`config.mk`:
```
export PLATFORM = sky130hd
export DESIGN_NAME = qspi_host
export DESIGN_NICKNAME = d
export VERILOG_FILES = /design/src/verilog/qspi_host_pkg.sv /design/src/verilog/sck_divider.sv /design/src/verilog/qspi_host.sv
export SDC_FILE = /design/constraint.sdc
export NUM_CORES = 1
export LEC_CHECK = 0
export BUFFER_PORTS_ARGS = -buffer_cell sky130_fd_sc_hd__buf_4
export CELL_PAD_IN_SITES_DETAIL_PLACEMENT = 1
export CELL_PAD_IN_SITES_GLOBAL_PLACEMENT = 1
export CORE_MARGIN = 10
export CORE_UTILIZATION = 49
export DETAILED_ROUTE_END_ITERATION = 10
export GPL_TIMING_DRIVEN = 1
export PLACE_DENSITY_LB_ADDON = 0.1
export SLEW_MARGIN = 20
export SYNTH_ARGS = -nofsm -noshare
export SYNTH_HDL_FRONTEND = slang
export SYNTH_HIERARCHICAL = 1
export SYNTH_SLANG_ARGS = --single-unit
export TNS_END_PERCENT = 20
```
`constraint.sdc`:
```
create_clock -name hclk -period 4.5 [get_ports hclk]
set_input_delay 0.675 -clock hclk [delete_from_list [all_inputs] [get_ports hclk]]
set_output_delay 0.675 -clock hclk [all_outputs]
set_load 0.02 [all_outputs]
```
`src/verilog/qspi_host_pkg.sv`:
```
// Package: constants for the quad-read and erase SPI host controller
package qspi_host_pkg;

    // ------------------------------------------------------------------
    // Opcodes
    // ------------------------------------------------------------------
    localparam logic [7:0] quad_fast_read_cmd     = 8'h6b;
    localparam logic [7:0] whole_array_erase_cmd  = 8'hc7;
    localparam logic [7:0] block_erase_cmd        = 8'hd8;
    localparam logic [7:0] sector_erase_cmd       = 8'h20;
    localparam logic [7:0] page_erase_cmd         = 8'hdb;
    localparam logic [7:0] write_enable_cmd       = 8'h06;
    localparam logic [7:0] read_status_cmd        = 8'h05;

    // ------------------------------------------------------------------
    // Frame shape
    // ------------------------------------------------------------------
    localparam logic [5:0] opcode_bits  = 6'h08;
    localparam logic [5:0] addr_bits    = 6'h18;
    localparam logic [5:0] dummy_clocks = 6'h08;
    localparam int unsigned write_in_progress_pos = 0;
    localparam int unsigned write_enable_latch_pos = 1;

    // ------------------------------------------------------------------
    // Serial clock divider: 40 MHz / (2*2) = 10 MHz
    // ------------------------------------------------------------------
    localparam logic [3:0] sck_half_period = 4'h2;

    // ------------------------------------------------------------------
    // Register offsets (byte addresses)
    // ------------------------------------------------------------------
    localparam logic [7:0] ctrl_off   = 8'h00;
    localparam logic [7:0] addr_off   = 8'h04;
    localparam logic [7:0] status_off = 8'h08;
    localparam logic [7:0] rdata_off  = 8'h0c;

    // Control fields
    localparam int unsigned ctrl_op_lsb  = 0;
    localparam int unsigned ctrl_go_pos  = 8;
    localparam int unsigned ctrl_len_lsb = 16;

    // Operation codes written to ctrl[2:0]
    localparam logic [2:0] op_read   = 3'h0;
    localparam logic [2:0] op_array  = 3'h1;
    localparam logic [2:0] op_block  = 3'h2;
    localparam logic [2:0] op_sector = 3'h3;
    localparam logic [2:0] op_page   = 3'h4;
    localparam logic [2:0] op_wren   = 3'h5;
    localparam logic [2:0] op_status = 3'h6;

    localparam logic [31:0] ctrl_reset = 32'h0000_0000;

endpackage : qspi_host_pkg

```
`src/verilog/sck_divider.sv`:
```
// Serial clock tick generator: one-cycle enable at each half period
`timescale 1ns/1ps
module sck_divider
    import qspi_host_pkg::*;
(
    // Clock and reset
    input  wire logic hclk,
    input  wire logic hresetn,
    // Control
    input  wire logic run,
    output logic      tick
);
    typedef struct packed {
        logic [3:0] cnt;
        logic       tick;
    } div_state_t;

    div_state_t state_reg;
    div_state_t state_next;

    // Count up while a frame runs; restart at idle so edges align
    always_comb begin
        state_next      = state_reg;
        state_next.tick = 1'b0;
        if (!run) begin
            state_next.cnt = 4'h0;
        end else if (state_reg.cnt == sck_half_period - 4'h1) begin
            state_next.cnt  = 4'h0;
            state_next.tick = 1'b1;
        end else begin
            state_next.cnt = state_reg.cnt + 4'h1;
        end
    end

    always_ff @(posedge hclk or negedge hresetn) begin
        if (!hresetn) begin
            state_reg <= '0;
        end else begin
            state_reg <= state_next;
        end
    end

    assign tick = state_reg.tick;

endmodule : sck_divider

```
`src/verilog/qspi_host.sv`:
```
// Host controller that drives the serial page EEPROM for quad read and erase
`timescale 1ns/1ps
module qspi_host
    import qspi_host_pkg::*;
(
    // Clock and reset
    input  wire logic        hclk,
    input  wire logic        hresetn,
    // AHB-Lite slave
    input  wire logic        hsel,
    input  wire logic [31:0] haddr,
    input  wire logic [1:0]  htrans,
    input  wire logic        hwrite,
    input  wire logic [2:0]  hsize,
    input  wire logic [31:0] hwdata,
    input  wire logic        hready,
    output logic [31:0]      hrdata,
    output logic             hreadyout,
    output logic             hresp,
    // Serial pins
    output logic             cs_n,
    output logic             sck,
    output logic             data0_out,
    output logic             data0_oe,
    input  wire logic        data0_in,
    input  wire logic        data1_in,
    input  wire logic        write_protect_data2_in,
    output logic             write_protect_data2_out,
    output logic             write_protect_data2_oe,
    input  wire logic        hold_data3_in,
    output logic             hold_data3_out,
    output logic             hold_data3_oe
);

    // ------------------------------------------------------------------
    // Types
    // ------------------------------------------------------------------
    typedef enum logic [5:0] {
        st_idle  = 6'b000001,
        st_cmd   = 6'b000010,
        st_addr  = 6'b000100,
        st_dummy = 6'b001000,
        st_data  = 6'b010000,
        st_end   = 6'b100000
    } phase_t;

    typedef struct packed {
        phase_t      phase;
        logic [2:0]  op;
        logic [23:0] addr;
        logic [15:0] len;
        logic [15:0] got;
        logic [7:0]  opcode;
        logic [5:0]  bitcnt;
        logic [31:0] rdata;
        logic [7:0]  status;
        logic        busy;
        logic        done;
        logic        rd_pend;
        logic        wr_pend;
        logic [7:0]  wr_off;
        logic [7:0]  rd_off;
        logic [31:0] hrdata;
        logic        cs_n;
        logic        sck;
        logic        d0;
        logic        d0_oe;
        logic        d23_oe;
        logic [3:0]  q_s1;
        logic [3:0]  q_s2;
        logic        nib_hi;
        logic [3:0]  nib;
    } host_state_t;

    host_state_t s_reg;
    host_state_t s_next;
    logic        tick;

    sck_divider u_div (
        .hclk   (hclk),
        .hresetn(hresetn),
        .run    (s_reg.phase != st_idle),
        .tick   (tick)
    );

    // Opcode chosen for a requested operation
    function automatic logic [7:0] op_code(input logic [2:0] op);
        case (op)
            op_read:   op_code = quad_fast_read_cmd;
            op_array:  op_code = whole_array_erase_cmd;
            op_block:  op_code = block_erase_cmd;
            op_sector: op_code = sector_erase_cmd;
            op_page:   op_code = page_erase_cmd;
            op_wren:   op_code = write_enable_cmd;
            default:   op_code = read_status_cmd;
        endcase
    endfunction : op_code

    // Whether the operation carries a 24-bit address
    function automatic logic op_has_addr(input logic [2:0] op);
        op_has_addr = (op == op_read) || (op == op_block) || (op == op_sector);
    endfunction : op_has_addr

    // ------------------------------------------------------------------
    // Next-state logic
    // ------------------------------------------------------------------
    always_comb begin
        s_next       = s_reg;
        s_next.q_s1  = {hold_data3_in, write_protect_data2_in, data1_in, data0_in};
        s_next.q_s2  = s_reg.q_s1;

        // Bus address phase capture
        s_next.rd_pend = 1'b0;
        s_next.wr_pend = 1'b0;
        if (hsel && hready && htrans[1]) begin
            s_next.wr_pend = hwrite;
            s_next.rd_pend = !hwrite;
            if (hwrite) begin
                s_next.wr_off = haddr[7:0];
            end else begin
                s_next.rd_off = haddr[7:0];
            end
        end

        // Read data, zero-wait
        if (s_next.rd_pend) begin
            case (s_next.rd_off)
                status_off: s_next.hrdata = {22'h0, s_reg.status, s_reg.done, s_reg.busy};
                addr_off:   s_next.hrdata = {8'h0, s_reg.addr};
                rdata_off:  s_next.hrdata = s_reg.rdata;
                ctrl_off:   s_next.hrdata = {s_reg.len, 13'h0, s_reg.op};
                default:    s_next.hrdata = 32'h0000_0000;
            endcase
        end

        // Writes: go is ignored while a frame runs
        if (s_reg.wr_pend) begin
            case (s_reg.wr_off)
                addr_off: begin
                    if (!s_reg.busy) begin
                        s_next.addr = hwdata[23:0];
                    end
                end
                ctrl_off: begin
                    if (!s_reg.busy) begin
                        s_next.op  = hwdata[ctrl_op_lsb +: 3];
                        s_next.len = hwdata[ctrl_len_lsb +: 16];
                        if (hwdata[ctrl_go_pos]) begin
                            s_next.busy   = 1'b1;
                            s_next.done   = 1'b0;
                            s_next.phase  = st_cmd;
                            s_next.opcode = op_code(hwdata[ctrl_op_lsb +: 3]);
                            s_next.bitcnt = 6'h0;
                            s_next.got    = 16'h0;
                            s_next.cs_n   = 1'b0;
                            s_next.d0_oe  = 1'b1;
                            s_next.d0     = s_next.opcode[7];
                        end
                    end
                end
                default: begin
                end
            endcase
        end

        // Serial engine: rising sck on a tick when low, falling when high
        if (tick) begin
            case (s_reg.phase)
                st_cmd, st_addr, st_dummy, st_data: begin
                    s_next.sck = !s_reg.sck;
                    if (!s_reg.sck) begin
                        // Rising edge: the device samples here
                        s_next.bitcnt = s_reg.bitcnt + 6'h1;
                    end else begin
                        // Falling edge: advance phase and present next bit
                        case (s_reg.phase)
                            st_cmd: begin
                                if (s_reg.bitcnt == opcode_bits) begin
                                    s_next.bitcnt = 6'h0;
                                    if (op_has_addr(s_reg.op)) begin
                                        s_next.phase = st_addr;
                                        s_next.d0    = s_reg.addr[23];
                                    end else if (s_reg.op == op_status) begin
                                        // Status byte returns on the quad pins; free data0
                                        s_next.phase  = st_data;
                                        s_next.d0_oe  = 1'b0;
                                        s_next.nib_hi = 1'b1;
                                    end else begin
                                        s_next.phase = st_end;
                                    end
                                end else begin
                                    s_next.d0 = s_reg.opcode[3'h7 - s_reg.bitcnt[2:0]];
                                end
                            end
                            st_addr: begin
                                if (s_reg.bitcnt == addr_bits) begin
                                    s_next.bitcnt = 6'h0;
                                    if (s_reg.op == op_read) begin
                                        s_next.phase  = st_dummy;
                                        s_next.d0_oe  = 1'b0;
                                    end else begin
                                        s_next.phase  = st_end;
                                    end
                                end else begin
                                    s_next.d0 = s_reg.addr[5'd23 - s_reg.bitcnt[4:0]];
                                end
                            end
                            st_dummy: begin
                                if (s_reg.bitcnt == dummy_clocks) begin
                                    s_next.bitcnt = 6'h0;
                                    s_next.phase  = st_data;
                                    s_next.nib_hi = 1'b1;
                                end
                            end
                            default: begin
                                // Data, high nibble first; taken on the falling edge
                                // because the sync flops delay the pins two cycles
                                if (s_reg.nib_hi) begin
                                    s_next.nib    = s_reg.q_s2;
                                    s_next.nib_hi = 1'b0;
                                end else begin
                                    s_next.rdata  = {s_reg.rdata[23:0], s_reg.nib,
                                                     s_reg.q_s2};
                                    s_next.nib_hi = 1'b1;
                                    s_next.got    = s_reg.got + 16'h1;
                                    if (s_reg.got + 16'h1 >= s_reg.len) begin
                                        s_next.phase = st_end;
                                    end
                                end
                            end
                        endcase
                    end
                end
                st_end: begin
                    // Raise select only after the last byte boundary
                    s_next.cs_n  = 1'b1;
                    s_next.d0_oe = 1'b0;
                    s_next.phase = st_idle;
                    s_next.busy  = 1'b0;
                    s_next.done  = 1'b1;
                    if (s_reg.op == op_status) begin
                        s_next.status = s_reg.rdata[7:0];
                    end
                end
                default: begin
                    s_next.phase = st_idle;
                end
            endcase
        end
    end

    // ------------------------------------------------------------------
    // State register
    // ------------------------------------------------------------------
    always_ff @(posedge hclk or negedge hresetn) begin
        if (!hresetn) begin
            s_reg       <= '0;
            s_reg.phase <= st_idle;
            s_reg.cs_n  <= 1'b1;
        end else begin
            s_reg <= s_next;
        end
    end

    // Outputs straight from state flops; bus answer and data2/data3 levels tied off
    assign hrdata                  = s_reg.hrdata;
    assign hreadyout               = 1'b1;
    assign hresp                   = 1'b0;
    assign cs_n                    = s_reg.cs_n;
    assign sck                     = s_reg.sck;
    assign data0_out               = s_reg.d0;
    assign data0_oe                = s_reg.d0_oe;
    assign write_protect_data2_out = 1'b1;
    assign write_protect_data2_oe  = s_reg.d23_oe;
    assign hold_data3_out          = 1'b1;
    assign hold_data3_oe           = s_reg.d23_oe;

endmodule : qspi_host

```
==> impl_metrics.yaml <==
status:
  run_status: "finished, final reports clean"
global_routing:
  grt_antenna_before_repair: 0
  grt_max_degree: 107
  global_route_wire_length_before_repair_um: 41400
  grt_remaining_overflow: 0
  gr-usage-all-layers_pct: 21.3
  grt_pass1_vias: 7607
detailed_routing:
  detail_route.drc_violations: 0
  drt_first_pass_iters: 4
  vias: 7075
  post_drt_wl_per_cell_um: 21.1
  detail_route.vias_per_cell: 5.78
  drt.antenna.violating_nets: 0
  wirelength_um: 25900
  drt_first_iter_violations: 376
worst_setup_path:
  rrSetupSlack_ps: 980
  worst-path-max-fanout: 6
  start_kind: "flop"
  ff_to_ff_end: "s_reg[184]$_DFF_PN0_"
  ff2ff_path_depth: 13
  required_ps: 4820
  critPathArrivalTime_ps: 3840
  r2r_startpoint: "s_reg[124]$_DFF_PN0_"
  timing.critical_path.to: "s_reg[184]$_DFF_PN0_"
  critical_path.startpoint: "s_reg[124]$_DFF_PN0_"
  end_kind: "flop"
  timing.setup.critical_path_class: "flop to flop"
synthesis:
  proportion_of_synthesized_chip_area_in_sequential_cells_pct: 50.2
  postSynthAreaPerCell_um2: 9.83
  synth_largest_type_area_fraction_pct: 49.6
  netlist-cell-type-count: 70
  synth.cell_area_mm2: 0.00928
  synth_async_reset_ratio_pct: 100
  postSynthCellCount: 944
  synth_warnings: 6
  synthFlopType: "sky130_fd_sc_hd__dfrtp_1"
  synth.top_cells.by_area: "sky130_fd_sc_hd__dfrtp_1 50%, sky130_fd_sc_hd__nand2_1 9.4%, sky130_fd_sc_hd__mux2_2 5.0%"
  post-synth-top-area-cell: "sky130_fd_sc_hd__dfrtp_1"
  flop_and_latch_count_out_of_synthesis: 186
  synth_enable_flop_cells: 0
final_layout:
  antenna_cells_inserted: 0
  flow.area_growth_from_synthesis_pct: 12.3
  largest_register_ffs: 141
  num-nets-final: 1079
  final_cell_mix: "233 x sky130_fd_sc_hd__nand2_1, 184 x sky130_fd_sc_hd__dfrtp_1, 94 x sky130_fd_sc_hd__buf_4"
  layout.cells.non_filler: 1225
  final_cell_area_mm2: 0.0104
  mostFrequentLayoutCell: "sky130_fd_sc_hd__nand2_1"
  ratio_of_cells_with_drive_above_1_in_the_final_layout_pct: 19.5
  fillerInstances: 2069
place:
  placed_cell_area_mm2: 0.00987
  buffer_ports.inserted: 85
  hpwl_um: 19100
  placed_cells_incl_taps: 1194
  gp_congestion: 0.892
timing:
  fin_setup_tns_ps: 0
  timing.clock.skew_ps: 9.03
  finalCriticalPeriod_ps: 3520
  finalHoldViolations: 0
  setup_viol_count_final: 0
  worst_pin_slew_ps: 1060
  period_share_pct: 78.2
  rsz0062_at_grt: "false"
  fmax_mhz: 284
  final.hold.worst_slack_ps: 344
  timing.final.max_slew_violations: 0
  max-slew-margin-rel_pct: 29.2
power:
  leakage_nw: 5.03
  vdd.ir_drop.worst_uv: 266
  power-per-cell-area_mw_per_mm2: 394
cts:
  ctsHoldBuffers: 0
  clock_path_buffers: 2
  clkLatencyLatePin_ps: 430
  post_cts_resized: 0
  cts_inserted_buffers: 17
  post_cts_buffers: 0
  tritoncts: "yes"
  cts_num_sinks: 186
  clockRootBuffer: "sky130_fd_sc_hd__clkbuf_16"
  cts.reportedPaths.clkPinSlew_ps: 70
  cts.htree.levels: 4
worst_hold_path:
  timing.hold.worst_path_depth: 1
  hold_path_class: "primary input to flop"
floorplan:
  fp.dieW_um: 158
  design.portCount: 120
  core_region_area_mm2: 0.0186
  die_area_mm2: 0.0248
  rows: 50
  start_util_pct: 49.8
  die-height_um: 158
run:
  maxCapViolCount: 0
==> how the worst min path moves through the flow <==
stage	to	start
after detailed placement	s_reg[8]$_DFF_PN0_	s_next[8]$_DFF_PN0_
after CTS	s_next[8]$_DFF_PN0_	hold_data3_in
after global placement	s_reg[8]$_DFF_PN0_	s_next[8]$_DFF_PN0_
after floorplan	s_reg[5]$_DFF_PN0_	s_next[5]$_DFF_PN0_
after global routing	s_next[8]$_DFF_PN0_	hold_data3_in
final	s_next[8]$_DFF_PN0_	hold_data3_in
==> cells by family (layout without fill, tap and decap cells) <==
| family | after synthesis | count (layout) | synth area share [%] |
|---|---|---|---|
| mux | 64 | 64 | 8.48 |
| other cells | 2 | 6 | 0.0809 |
| simple gates | 355 | 355 | 17.4 |
| xor+xnor | 21 | 21 | 1.98 |
| fa+ha+maj | 22 | 22 | 2.97 |
| buf+inv | 120 | 163 | 6.55 |
| compound gates | 174 | 174 | 12.4 |
| flops | 186 | 186 | 50.2 |
==> through the flow <==
stage               power, mW  setup WS, ps  util (%)
global placement         2.65          1130      53.0
global route             4.31           725      55.9
floorplan                2.42          1700         -
finish                   4.11           981      55.9
detailed placement       2.71          1060      53.0
CTS                      4.14          1040      55.9
==> critical path: stages (launching register included) <==
cell	delay (ps)
sky130_fd_sc_hd__dfrtp_1	440
sky130_fd_sc_hd__ha_1	270
sky130_fd_sc_hd__nand3_1	190
sky130_fd_sc_hd__nor3_1	380
sky130_fd_sc_hd__and3_1	300
sky130_fd_sc_hd__nand3_1	170
sky130_fd_sc_hd__xnor2_1	170
sky130_fd_sc_hd__ha_1	290
sky130_fd_sc_hd__nand3b_1	100
sky130_fd_sc_hd__nor2_1	150
sky130_fd_sc_hd__nor4b_1	380
sky130_fd_sc_hd__and3_1	270
sky130_fd_sc_hd__nor3_1	100
sky130_fd_sc_hd__o21a_1	190
==> where the power goes <==
| part | switching [mW] | total [mW] | internal [mW] |
|---|---|---|---|
| logic | 0.427 | 0.725 | 0.299 |
| clock network | 0.690 | 1.43 | 0.738 |
| registers | 0.148 | 1.95 | 1.80 |
==> per-layer routing <==
metal | vias to the layer above | track usage [%] | share of wire (%)
li1 | 3292 | - | -
met1 | 3597 | 27.2 | 43
met2 | 144 | 35.5 | 50
met3 | 42 | 3.61 | 4.3
met4 | 0 | 7.93 | 2.6
met5 | - | 0 | 0
==> area by class of cell <==
type / count / area [um2] / area share, %
inverters: 36 / 135 / 1.30
clock inverters: 12 / 110 / 1.06
well taps: 234 / 293 / 2.81
repair buffers: 96 / 737 / 7.07
clock buffers: 19 / 443 / 4.25
flip-flops and latches: 186 / 4660 / 44.7
multi-input cells: 642 / 4050 / 38.9
==> synth_stat cells (7+ instances only) <==
library cell and count:
sky130_fd_sc_hd__a21oi_1 34, sky130_fd_sc_hd__a221o_1 14, sky130_fd_sc_hd__a22oi_1 8, sky130_fd_sc_hd__and3_1 8
sky130_fd_sc_hd__buf_2 12, sky130_fd_sc_hd__buf_4 38, sky130_fd_sc_hd__clkbuf_1 31, sky130_fd_sc_hd__dfrtp_1 184
sky130_fd_sc_hd__ha_1 22, sky130_fd_sc_hd__inv_1 32, sky130_fd_sc_hd__mux2_2 41, sky130_fd_sc_hd__mux2i_1 14
sky130_fd_sc_hd__mux4_2 7, sky130_fd_sc_hd__nand2_1 233, sky130_fd_sc_hd__nand2b_1 8, sky130_fd_sc_hd__nand3_1 18
sky130_fd_sc_hd__nor2_1 26, sky130_fd_sc_hd__nor3_1 10, sky130_fd_sc_hd__o21ai_0 39, sky130_fd_sc_hd__o21ai_1 16
sky130_fd_sc_hd__o31ai_1 9, sky130_fd_sc_hd__xnor2_1 16
No activity file was read; power rests on OpenSTA's default activity.
